### src/design/gpio_port_pkg.sv
// constants and types shared by the parallel port with pin control
// Operation
// - direction 0: driver off, read pin
// - direction 1: driver on, read latch
// - direction bit picks read source under override
// - shared timer function decides pin direction
// - shared function output drives pin level
// - analog disables digital, reads return zero
// - analog wins over alternate digital function
// - keyboard input forces pin input
// - oscillator pins ignore port registers
// - pullup only on non-driven digital pins
// - slew limit only on output pins
// - high drive only on output pins
// - pin control independent of data, direction
// - partial power-down holds pin state
// - acknowledge write releases held pins
// - light stop keeps all state intact
// - data writes latch all bits
// - reset clears registers, pins input
package gpio_port_pkg;

   // default number of pins of one port
   localparam int PORT_WIDTH = 8;

   // value of every register bit after reset
   localparam logic REG_RESET_BIT = 1'b0;

   // oscillator pin positions on port g
   localparam int OSC_IN_BIT = 5;
   localparam int OSC_OUT_BIT = 6;
   localparam logic [7:0] OSC_PIN_MASK = 8'h60;

   // level read back for an analog pin
   localparam logic ANALOG_READ_BIT = 1'b0;

   // pin hold state across partial power-down
   typedef enum logic [1:0] {
      HS_RUN = 2'b01,
      HS_HELD = 2'b10
   } hold_state_t;

   localparam hold_state_t HOLD_RESET = HS_RUN;

endpackage : gpio_port_pkg

### src/design/parallel_io_port.sv
// parallel port top: registers, pin cells, stop hold
`timescale 1ns/1ps
module parallel_io_port #(
   parameter int W = gpio_port_pkg::PORT_WIDTH,
   parameter logic [W-1:0] OSC_PINS = W'(gpio_port_pkg::OSC_PIN_MASK)
) (
   // clock and reset
   input wire logic clk_in,
   input wire logic rst_in,

   // register writes
   input wire logic data_wr_in,
   input wire logic dir_wr_in,
   input wire logic pullup_wr_in,
   input wire logic slew_wr_in,
   input wire logic drive_wr_in,
   input wire logic [W-1:0] wr_data_in,

   // register read
   output logic [W-1:0] rd_data_out,

   // partial power-down control and status
   input wire logic stop2_enter_in,
   input wire logic stop2_wake_in,
   input wire logic powerdown_ack_in,
   output logic partial_powerdown_flag_out,

   // shared functions
   input wire logic [W-1:0] alt_en_in,
   input wire logic [W-1:0] alt_oe_in,
   input wire logic [W-1:0] alt_out_in,
   input wire logic [W-1:0] analog_en_in,
   input wire logic [W-1:0] kbi_en_in,
   input wire logic osc_en_in,

   // pads
   input wire logic [W-1:0] pad_in,
   output logic [W-1:0] pad_oe_out,
   output logic [W-1:0] pad_out_out,
   output logic [W-1:0] pad_pullup_out,
   output logic [W-1:0] pad_slew_out,
   output logic [W-1:0] pad_drive_out
);

   ////////////////////////////////////////////////////////////////////////////
   // software registers

   logic [W-1:0] port_data_latch;
   logic [W-1:0] port_direction_bits;
   logic [W-1:0] pullup_enable_bits;
   logic [W-1:0] slew_limit_enable_bits;
   logic [W-1:0] high_drive_select_bits;

   port_ctrl_reg #(.W(W)) u_data (
      .clk_in(clk_in),
      .rst_in(rst_in),
      .wr_en_in(data_wr_in),
      .wr_data_in(wr_data_in),
      .q_out(port_data_latch)
   );

   port_ctrl_reg #(.W(W)) u_dir (
      .clk_in(clk_in),
      .rst_in(rst_in),
      .wr_en_in(dir_wr_in),
      .wr_data_in(wr_data_in),
      .q_out(port_direction_bits)
   );

   port_ctrl_reg #(.W(W)) u_pullup (
      .clk_in(clk_in),
      .rst_in(rst_in),
      .wr_en_in(pullup_wr_in),
      .wr_data_in(wr_data_in),
      .q_out(pullup_enable_bits)
   );

   port_ctrl_reg #(.W(W)) u_slew (
      .clk_in(clk_in),
      .rst_in(rst_in),
      .wr_en_in(slew_wr_in),
      .wr_data_in(wr_data_in),
      .q_out(slew_limit_enable_bits)
   );

   port_ctrl_reg #(.W(W)) u_drive (
      .clk_in(clk_in),
      .rst_in(rst_in),
      .wr_en_in(drive_wr_in),
      .wr_data_in(wr_data_in),
      .q_out(high_drive_select_bits)
   );

   ////////////////////////////////////////////////////////////////////////////
   // per-pin priority cells

   logic [W-1:0] osc_w;
   logic [W-1:0] oe_w;
   logic [W-1:0] out_w;
   logic [W-1:0] pullup_w;
   logic [W-1:0] slew_w;
   logic [W-1:0] drive_w;
   logic [W-1:0] rd_w;

   assign osc_w = osc_en_in ? OSC_PINS : '0;

   for (genvar i = 0; i < W; i++) begin : g_pin
      port_pin_cell u_cell (
         .data_in(port_data_latch[i]),
         .dir_in(port_direction_bits[i]),
         .pullup_en_in(pullup_enable_bits[i]),
         .slew_en_in(slew_limit_enable_bits[i]),
         .drive_sel_in(high_drive_select_bits[i]),
         .alt_en_in(alt_en_in[i]),
         .alt_oe_in(alt_oe_in[i]),
         .alt_out_in(alt_out_in[i]),
         .analog_en_in(analog_en_in[i]),
         .kbi_en_in(kbi_en_in[i]),
         .osc_en_in(osc_w[i]),
         .pin_in(pad_in[i]),
         .oe_out(oe_w[i]),
         .out_out(out_w[i]),
         .pullup_out(pullup_w[i]),
         .slew_out(slew_w[i]),
         .drive_out(drive_w[i]),
         .rd_out(rd_w[i])
      );
   end

   ////////////////////////////////////////////////////////////////////////////
   // partial power-down hold

   gpio_port_pkg::hold_state_t state_q;
   gpio_port_pkg::hold_state_t state_d;
   logic held_w;
   logic hold_now_w;
   logic flag_q;
   logic flag_d;

   assign held_w = (state_q == gpio_port_pkg::HS_HELD);
   assign hold_now_w = held_w | stop2_enter_in;

   always_comb begin
      state_d = state_q;
      case (state_q)
         gpio_port_pkg::HS_RUN: begin
            if (stop2_enter_in) begin
               state_d = gpio_port_pkg::HS_HELD;
            end
         end
         gpio_port_pkg::HS_HELD: begin
            if (powerdown_ack_in) begin
               state_d = gpio_port_pkg::HS_RUN;
            end
         end
         default: begin
            state_d = gpio_port_pkg::HS_RUN;
         end
      endcase
   end

   // wake while held sets the flag, acknowledge clears it, set wins
   assign flag_d = (stop2_wake_in & held_w) | (flag_q & ~powerdown_ack_in);

   always_ff @(posedge clk_in) begin
      if (rst_in) begin
         state_q <= gpio_port_pkg::HOLD_RESET;
         flag_q <= gpio_port_pkg::REG_RESET_BIT;
      end else begin
         state_q <= state_d;
         flag_q <= flag_d;
      end
   end

   assign partial_powerdown_flag_out = flag_q;

   ////////////////////////////////////////////////////////////////////////////
   // registered pad controls and read data

   logic [W-1:0] oe_q;
   logic [W-1:0] out_q;
   logic [W-1:0] pullup_q;
   logic [W-1:0] slew_q;
   logic [W-1:0] drive_q;
   logic [W-1:0] rd_q;

   always_ff @(posedge clk_in) begin
      if (rst_in) begin
         oe_q <= '0;
         out_q <= '0;
         pullup_q <= '0;
         slew_q <= '0;
         drive_q <= '0;
      end else if (!hold_now_w) begin
         oe_q <= oe_w;
         out_q <= out_w;
         pullup_q <= pullup_w;
         slew_q <= slew_w;
         drive_q <= drive_w;
      end
   end

   always_ff @(posedge clk_in) begin
      if (rst_in) begin
         rd_q <= '0;
      end else begin
         rd_q <= rd_w;
      end
   end

   assign pad_oe_out = oe_q;
   assign pad_out_out = out_q;
   assign pad_pullup_out = pullup_q;
   assign pad_slew_out = slew_q;
   assign pad_drive_out = drive_q;
   assign rd_data_out = rd_q;

   logic [W-1:0] in_sel_w;
   logic [W-1:0] latch_sel_w;
   logic [W-1:0] alt_drv_w;
   logic [W-1:0] port_drv_w;
   logic [W-1:0] ctrl_or_w;

   assign in_sel_w = ~port_direction_bits & ~analog_en_in;
   assign latch_sel_w = port_direction_bits & ~analog_en_in;
   assign alt_drv_w = alt_en_in & alt_oe_in & ~analog_en_in & ~kbi_en_in & ~osc_w;
   assign port_drv_w = port_direction_bits & ~alt_en_in & ~analog_en_in & ~kbi_en_in
                     & ~osc_w;
   assign ctrl_or_w = pad_oe_out | pad_pullup_out | pad_slew_out | pad_drive_out;
endmodule : parallel_io_port

### src/design/port_ctrl_reg.sv
// one software-written control register of the port
`timescale 1ns/1ps
module port_ctrl_reg #(
   parameter int W = gpio_port_pkg::PORT_WIDTH
) (
   // clock and reset
   input wire logic clk_in,
   input wire logic rst_in,
   // write side
   input wire logic wr_en_in,
   input wire logic [W-1:0] wr_data_in,
   // stored value
   output logic [W-1:0] q_out
);

   logic [W-1:0] val_q;
   logic [W-1:0] val_d;

   assign val_d = wr_en_in ? wr_data_in : val_q;
   assign q_out = val_q;

   always_ff @(posedge clk_in) begin
      if (rst_in) begin
         val_q <= {W{gpio_port_pkg::REG_RESET_BIT}};
      end else begin
         val_q <= val_d;
      end
   end

endmodule : port_ctrl_reg

### src/design/port_pin_cell.sv
// per-pin override priority and read-back selection
`timescale 1ns/1ps
module port_pin_cell (
   // port registers for this pin
   input wire logic data_in,
   input wire logic dir_in,
   input wire logic pullup_en_in,
   input wire logic slew_en_in,
   input wire logic drive_sel_in,
   // shared functions for this pin
   input wire logic alt_en_in,
   input wire logic alt_oe_in,
   input wire logic alt_out_in,
   input wire logic analog_en_in,
   input wire logic kbi_en_in,
   input wire logic osc_en_in,
   // pad level
   input wire logic pin_in,
   // pad controls and read value
   output logic oe_out,
   output logic out_out,
   output logic pullup_out,
   output logic slew_out,
   output logic drive_out,
   output logic rd_out
);

   logic digital_w;
   logic alt_w;
   logic dir_w;

   // analog first, then oscillator, keyboard, timer, port
   assign digital_w = ~analog_en_in & ~osc_en_in;
   assign alt_w = alt_en_in & digital_w;
   assign dir_w = alt_w ? alt_oe_in : dir_in;
   assign oe_out = digital_w & ~kbi_en_in & dir_w;
   assign out_out = (alt_w & alt_oe_in) ? alt_out_in : data_in;
   assign pullup_out = pullup_en_in & digital_w & ~oe_out;
   assign slew_out = slew_en_in & oe_out;
   assign drive_out = drive_sel_in & oe_out;
   assign rd_out = analog_en_in ? gpio_port_pkg::ANALOG_READ_BIT
                 : (dir_in ? data_in : pin_in);

endmodule : port_pin_cell

### config.mk
export PLATFORM = sky130hd
export DESIGN_NAME = parallel_io_port
export DESIGN_NICKNAME = d
export VERILOG_FILES = /design/src/design/gpio_port_pkg.sv /design/src/design/parallel_io_port.sv /design/src/design/port_ctrl_reg.sv /design/src/design/port_pin_cell.sv
export SDC_FILE = /design/constraint.sdc
export NUM_CORES = 1
export LEC_CHECK = 0
export BUFFER_PORTS_ARGS = -buffer_cell sky130_fd_sc_hd__buf_2
export CAP_MARGIN = 20
export CORE_MARGIN = 2
export CORE_UTILIZATION = 55
export CTS_CLUSTER_DIAMETER = 200
export DETAILED_ROUTE_END_ITERATION = 12
export GPL_TIMING_DRIVEN = 0
export PLACE_DENSITY = 0.83
export SYNTH_ARGS = -nofsm -noshare
export SYNTH_HDL_FRONTEND = slang
export SYNTH_HIERARCHICAL = 1
export SYNTH_SLANG_ARGS = --single-unit
### constraint.sdc
create_clock -name clk_in -period 2.8 [get_ports clk_in]
set_input_delay 0.56 -clock clk_in [delete_from_list [all_inputs] [get_ports clk_in]]
set_output_delay 0.56 -clock clk_in [all_outputs]
set_load 0.02 [all_outputs]
# ---- Word level (Yosys, flattened, before mapping)
# Index checks and enable logic that the tools add are counted.
dict set report totals {
  ff_bits 91
  latch_bits 0
  ramBits 0
  romBits 0
  input_bits 67
  elab_cells 170
  memories 0
}
dict set report classes {
  add_sub_neg 0
  multipliers 0
  div_mod_pow 0
  order_cmp 0
  n_eq_ne 4
  n_shift 0
  n_mux 28
  n_bitwise 109
  reduce_logical 9
}
# op n
set ops {}
lappend ops {{1-bit bitwise AND} 74}
lappend ops {{1-bit inverter} 32}
lappend ops {{1-bit two-way mux} 24}
lappend ops {{2-bit OR reduction} 8}
lappend ops {{7-bit two-way mux} 1}
lappend ops {{2-bit two-way mux} 2}
lappend ops {{2-bit != test, second input constant} 2}
lappend ops {{2-bit one-hot mux with 2 select lines} 1}
lappend ops {{2-bit by 1-bit == test with 1-bit output, second input constant} 1}
lappend ops {{2-bit == test, second input constant} 1}
lappend ops {{1-bit OR} 2}
lappend ops {{2-bit AND reduction} 1}
lappend ops {{1-bit inverter, first input constant} 1}

# ---- Depth between registers and ports, before layout
# Gate-level depths: netlist of the first run.
dict set report logic_depth {
  word_depth 8
  depth_mapped 4
}

# ---- Hierarchy
# The synthesis of the first run kept the hierarchy.
# mod instances cells_each area_per_inst_um2 seq_area_each_um2
set modules_own_cells {}
lappend modules_own_cells {parallel_io_port 1 203 2170.8 1021.0}
lappend modules_own_cells {port_ctrl_reg 5 26 285.3 160.2}
lappend modules_own_cells {port_pin_cell 8 11 88.8 0.0}

# ---- Least setup slack after synthesis of the first run
# No wires, ideal clock.
dict set report synth_path {
  path_kind {input to register}
  startpoint {input osc_en_in}
  endpoint {register out_q[5] (netlist: pad_out_out[5])}
  setup_ns 0.118
  t_arrival_ns 1.297
  required_time_ns 2.682
  slack_ns 1.385
  path_stages 4
  n_path_buf 0
  cell_sequence {nor4bb_1 -> mux2_2 -> nand2b_1 -> mux2i_1}
}
dict set report synth_via {
  elab_chain_cells 6
}
# item line_no
set synth_rtl {}
lappend synth_rtl {{from (decl)} parallel_io_port.sv:34} ;# input wire logic osc_en_in,
lappend synth_rtl {{7-bit two-way mux} parallel_io_port.sv:105} ;# assign osc_w = osc_en_in ? OSC_PINS : '0;
lappend synth_rtl {{1-bit inverter} port_pin_cell.sv:33} ;# assign digital_w = ~analog_en_in & ~osc_en_in;
lappend synth_rtl {{1-bit bitwise AND} port_pin_cell.sv:33}
lappend synth_rtl {{1-bit bitwise AND} port_pin_cell.sv:34} ;# assign alt_w = alt_en_in & digital_w;
lappend synth_rtl {{1-bit bitwise AND} port_pin_cell.sv:37} ;# assign out_out = (alt_w & alt_oe_in) ? alt_out_in : data_in;
lappend synth_rtl {{1-bit two-way mux} port_pin_cell.sv:37}
lappend synth_rtl {{named net out_w[5]} parallel_io_port.sv:99} ;# logic [W-1:0] out_w;
lappend synth_rtl {{to (signal assigned)} parallel_io_port.sv:196} ;# out_q <= out_w;
lappend synth_rtl {{to (decl)} parallel_io_port.sv:181} ;# logic [W-1:0] out_q;
# The timed path passes the listed nets, and every way through them passes these cells.
# A chain may end at the register's enable or synchronous reset.

# ---- Worst setup path after layout of the first run
dict set report layout_path {
  startpoint {register pullup_q[6] (netlist: pad_pullup_out[6])}
  endpoint {output pad_pullup_out[6]}
}
# item line_no
set layout_rtl {}
lappend layout_rtl {{from (decl)} parallel_io_port.sv:182} ;# logic [W-1:0] pullup_q;
lappend layout_rtl {{from (signal assigned)} parallel_io_port.sv:197} ;# pullup_q <= pullup_w;
lappend layout_rtl {{to (decl)} parallel_io_port.sv:40} ;# output logic [W-1:0] pad_pullup_out,
# No word-level cell between the ends.

==> results.cfg, run 1 <==
[critical_path]
cp_num_cells = 1
path_cells = buf_2
r2r_start = u_dir/q_out[2]
crit_required_ns = 2.24
reg2regPathDepth = 4
crit_buf_inv = 1
startpoint_type = flop
slowest_delay_ns = 0.38
path_max_fanout = 2
crit_start = pad_pullup_out[6]
cp.arrival_ns = 0.91
cp_top_family = flip-flops
critPathSlowestCell = dfxtp_1
criticalPathCategory = reg2out
r2r_end = pad_drive_out[2]
reg2reg_slack_ns = 1.52
cp-end-kind = primary output
crit_path_end = pad_pullup_out[6]

[yosys]
synth.distinct_cells = 21
synth-xor-area-share_pct = 0
syn_area_sq_um = 4310
synth_mux_area_share_pct = 24.4
ys_seq_area_share_pct = 42.3
synthesis.instances = 421
synth_top_family_by_area = simple AND/OR/NAND/NOR gates
avgSynthCellArea_sq_um = 10.2
synth_seq_cells = 91
synth_compound_area_share_pct = 2.27
synth_simple_gate_area_share_pct = 26.4
yosysWarnings = 6
synthAdderAreaFrac_pct = 0

[drt]
wl_mm = 10.9
ant_nets = 0
drt-initial-drc-count = 130
drc = 0
num_vias = 3439
drt-wirelength-per-cell_microns = 16.5
vias_per_cell = 5.19
first_pass_iters = 4

[place]
place_congestion = 0.843
dp_hpwl_mm = 8.00
io_buffers = 109

[clocking]
clockBufferDepth = 2
cts_sinks = 91
ctsHoldBuffers = 0
cts_buffers = 9
post_cts_resized = 0
root_buffer = clkbuf_8
tritoncts = yes
clkTransAtPathRegs_ns = 0.08
postCtsSetupRepairBufs = 0
htree_levels = 3
insertion_delay_ns = 0.35

[finish]
seq_area_sq_um = 1820
fill_cells = 616
area_delta_synth_final_pct = 22.1
drive_above_1_share_pct = 26.9
nets = 625
multi_input_area_sq_um = 2350
diodes = 0

[power]
finalPower_w = 0.00272
power_density_nw_per_um2 = 518
leakagePower_nw = 2.48
vdd_ir_drop_max_v = 0.000368

[global_route]
grt_max_degree = 14
grt_pass1_vias = 3426
grt_pass1_wl_mm = 17.1
grt_usage_pct = 26.0
overflow = 0
antenna_found_initial = 0

[sta]
slew_headroom_pct = 61.9
fin_setup_tns_ns = 0
min_period_ns = 1.47
hold_ws_ns = 0.439
hold_violations = 0
setup_violations = 0
rsz0062_at_grt = no
period_share_pct = 52.6
slew_viol_final = 0
max_freq_mhz = 679
skew_ns = 0.00664
worst_slew_pin_slew_ns = 0.572

[die]
coreArea_sq_um = 7650
io_pins = 116
die_x_microns = 92.5
die_h_microns = 92.5
dieArea_sq_um = 8560
start_util_pct = 56.3
rows = 32

[flow_run]
cap_violations = 0

[status]
outcome = finished, final reports clean

[min_path]
worst_hold_path_type = in2reg
[Yosys cell counts]
library cell / instances / area [sq um]
nor4bb_1: 8 / 80.1
dfxtp_1: 91 / 1820
nor2b_1: 9 / 56.3
or3_4: 8 / 90.1
o211a_1: 8 / 80.1
nor3b_1: 16 / 120
a21o_1: 1 / 7.51
nor2_8: 1 / 20.0
nand3b_1: 1 / 7.51
mux2_2: 8 / 90.1
buf_6: 5 / 56.3
buf_12: 4 / 80.1
conb_1: 1 / 3.75
mux2i_1: 96 / 961
nand2b_1: 81 / 507
a21oi_1: 2 / 10.0
buf_1: 5 / 18.8
clkbuf_1: 8 / 30.0
nor2_1: 65 / 244
nor2b_4: 1 / 13.8
buf_2: 2 / 10.0
[layer usage]
layer,part of all wire (%),track usage [%],vias up,wire length [microns]
li1,-,-,1674,-
met1,45,34.0,1639,4870
met2,47,43.3,114,5170
met3,6.6,4.72,12,723
met4,1.5,8.96,0,165
met5,0,0,-,0
[cell type report]
cell class | count | share of cell area (%)
Multi-Input combinational cell | 323 | 44.8
Sequential cell | 91 | 34.6
Timing Repair Buffer | 109 | 10.4
Buffer | 24 | 3.71
Clock buffer | 12 | 2.95
Tap cell | 102 | 2.43
Clock inverter | 2 | 1.14
[through the flow]
stage | util, % | worst slack (ns) | instances | area, sq um
detailed placement | 66.0 | 1.10 | 649 | 5040
floorplan | - | 1.38 | 438 | 4370
global route | 68.8 | 1.32 | 663 | 5260
global placement | 66.0 | 1.10 | 649 | 5040
CTS | 68.8 | 1.33 | 663 | 5260
finish | 68.8 | 1.33 | 663 | 5260
[how the worst min path moves through the flow]
stage	slack (ns)	depth (start not counted)	end	from
global route	0.45	3	partial_powerdown_flag_out	stop2_wake_in
CTS	0.44	3	partial_powerdown_flag_out	stop2_wake_in
finish	0.44	3	partial_powerdown_flag_out	stop2_wake_in
detailed placement	0.46	2	pad_drive_out[0]	pad_drive_out[0]
global placement	0.46	2	pad_out_out[5]	pad_out_out[5]
floorplan	0.45	2	u_drive/q_out[0]	u_drive/q_out[0]
[power by group]
group / switching (W) / internal [W] / leakage [nW]
sequential: 0.0000309 / 0.00134 / 0.744
clock: 0.000446 / 0.000543 / 0.109
combinational: 0.000187 / 0.000175 / 1.62
[kinds of logic after synthesis]
kind of cell / count (synthesis)
compound gates: 11
buf+inv: 24
flops: 91
mux: 104
other cells: 1
simple gates: 190
[state kept, by name, indices dropped and copies added (netlist names)]
register                    flops
pad_drive_out                   8
pad_oe_out                      8
pad_out_out                     8
pad_pullup_out                  8
pad_slew_out                    8
rd_data_out                     8
u_data/q_out                    8
u_dir/q_out                     8
u_drive/q_out                   8
u_pullup/q_out                  8
u_slew/q_out                    8
state_q                         2
partial_powerdown_flag_out      1
[placed cells by master, fill, tap and decap left out, types with 9 or more instances in the layout]
cell type  count
mux2i_1       96
nor2_1        65
nor3b_1       16
clkbuf_1       9
clkbuf_8      11
nand2b_1      81
buf_2        111
dfxtp_1       91
nor2b_1        9
conb_1        18
No activity file was read; power rests on OpenSTA's default activity.
==> run 2: changes to the inputs <==
--- a/config.mk
+++ b/config.mk
@@ -8,11 +8,11 @@
 export BUFFER_PORTS_ARGS = -buffer_cell sky130_fd_sc_hd__buf_2
 export CAP_MARGIN = 20
 export CORE_MARGIN = 2
-export CORE_UTILIZATION = 55
+export CORE_UTILIZATION = 47
 export CTS_CLUSTER_DIAMETER = 200
 export DETAILED_ROUTE_END_ITERATION = 12
 export GPL_TIMING_DRIVEN = 0
-export PLACE_DENSITY = 0.83
+export PLACE_DENSITY = 0.75
 export SYNTH_ARGS = -nofsm -noshare
 export SYNTH_HDL_FRONTEND = slang
 export SYNTH_HIERARCHICAL = 1
==> constraint.sdc (replaced) <==
create_clock -name clk_in -period 1.3 [get_ports clk_in]
set_input_delay 0.26 -clock clk_in [delete_from_list [all_inputs] [get_ports clk_in]]
set_output_delay 0.26 -clock clk_in [all_outputs]
set_load 0.02 [all_outputs]
==> results.cfg, run 2 (synthesis gave the netlist of run 1 again) <==
[sta]
slew_viol_final = 0
fin_setup_tns_ns = 0
skew_ns = 0.00886
period_share_pct = 94.4
rsz0062_at_grt = no
setup_violations = 0
worst_slew_pin_slew_ns = 0.600
slew_headroom_pct = 60.0
max_freq_mhz = 815
hold_ws_ns = 0.135
hold_violations = 0
min_period_ns = 1.23

[finish]
diodes = 0
area_delta_synth_final_pct = 23.0
fill_cells = 785
layout_common_cells = 111 x buf_2, 96 x mux2i_1, 91 x dfxtp_1
drive_above_1_share_pct = 28.1
fin_area_sq_um = 5300
post-route-util_pct = 60.2
nets = 625
mostFrequentLayoutCell = buf_2

[power]
intPower_w = 0.00441
vdd_ir_drop_max_v = 0.000659
power_density_nw_per_um2 = 1110
leakagePower_nw = 2.48
swShare_pct = 24.9
switchingPower_w = 0.00146
combPwrFrac_pct = 13.3
seq_power_share_pct = 50.5
clkPwrFrac_pct = 36.3

[flow_run]
cap_violations = 0

[critical_path]
path_cells = mux2i_1 > nor3b_1 > nand2b_1 > mux2i_1
cp.arrival_ns = 1.51
cp_top_family = simple AND/OR/NAND/NOR gates
startpoint_type = flop
critPathSlowestCell = dfxtp_1
criticalPathCategory = reg2reg
path_max_fanout = 4
crit_buf_inv = 0
slowest_delay_ns = 0.37
crit_required_ns = 1.58
cp-end-kind = flop
worst_path_most_repeated_cell = mux2i_1

[clocking]
clkTransAtPathRegs_ns = 0.09
cts_sinks = 91
post_cts_resized = 0
cts_buffers = 9
clockBufferDepth = 2
insertion_delay_ns = 0.36
root_buffer = clkbuf_8
htree_levels = 3
tritoncts = yes
postCtsSetupRepairBufs = 0
ctsHoldBuffers = 0

[place]
dp_hpwl_mm = 8.07
place_congestion = 0.803
dpl_cell_area_sq_um = 5050
io_buffers = 109

[die]
die_x_microns = 99.7
die_h_microns = 99.7
coreArea_sq_um = 8810
io_pins = 116
rows = 34
dieArea_sq_um = 9950
start_util_pct = 48.9

[drt]
drt-initial-drc-count = 124
drt-wirelength-per-cell_microns = 16.1
vias_per_cell = 5.06
drc = 0
ant_nets = 0
wl_mm = 10.8
first_pass_iters = 4
num_vias = 3396

[status]
outcome = finished, final reports clean

[global_route]
grt_max_degree = 16
grt_usage_pct = 21.9
overflow = 0
grt_pass1_wl_mm = 16.8
grt_pass1_vias = 3314
antenna_found_initial = 0

[min_path]
worst_hold_path_type = in2reg
-- run 2: power groups by stage --
stage	combinational (W)	clock, W	sequential, W
6_report	0.000777	0.00213	0.00296
5_1_grt	0.000841	0.00228	0.00297
4_1_cts	0.000775	0.00217	0.00296
3_5_place_dp	0.000772	0	0.00302
3_3_place_gp	0.000751	0	0.00302
2_1_floorplan	0.000470	0	0.00304
-- run 2: worst paths after layout --
check	startpoint	to	slack [ns]	depth (start not counted)
worst max-delay path	u_dir/q_out[0]	pad_drive_out[0]	0.07	4
worst min-delay path	stop2_wake_in	partial_powerdown_flag_out	0.14	3
worst max register to register	u_dir/q_out[0]	pad_drive_out[0]	0.07	4
worst min register to register	pad_drive_out[6]	pad_drive_out[6]	0.48	2
-- run 2: metal layers --
metal  global-route usage (%)  routed length (microns)  vias to the layer above
met2                     35.3                     5000                      106
met1                     29.7                     4930                     1595
met4                     7.59                      199                        0
li1                         -                        -                     1680
met3                     4.08                      683                       15
met5                        0                        0                        -
-- run 2: area by class of cell --
type | instances | area [sq um] | share of cell area [%]
multi-input combinational | 323 | 2370 | 44.8
sequential | 91 | 1820 | 34.4
timing repair buffer | 109 | 546 | 10.3
clock buffer | 10 | 138 | 2.60
clock inverter | 6 | 88.8 | 1.68
tap | 108 | 135 | 2.55
buffer | 24 | 195 | 3.68
-- run 2: metrics by stage --
step	power (W)	worst slack [ns]	instances
4_1_cts	0.00590	0.0552	671
6_report	0.00586	0.0734	671
3_5_place_dp	0.00379	-0.168	655
2_1_floorplan	0.00351	0.185	438
3_3_place_gp	0.00377	-0.140	655
5_1_grt	0.00609	0.0118	671
-- run 2: worst min-delay path: cells and delay by family --
family | cells | cell delay [ns]
buffers and inverters | 1 | 0.08
AO/OA/AOI/OAI | 1 | 0.05
AND/OR/NAND/NOR | 1 | 0.07
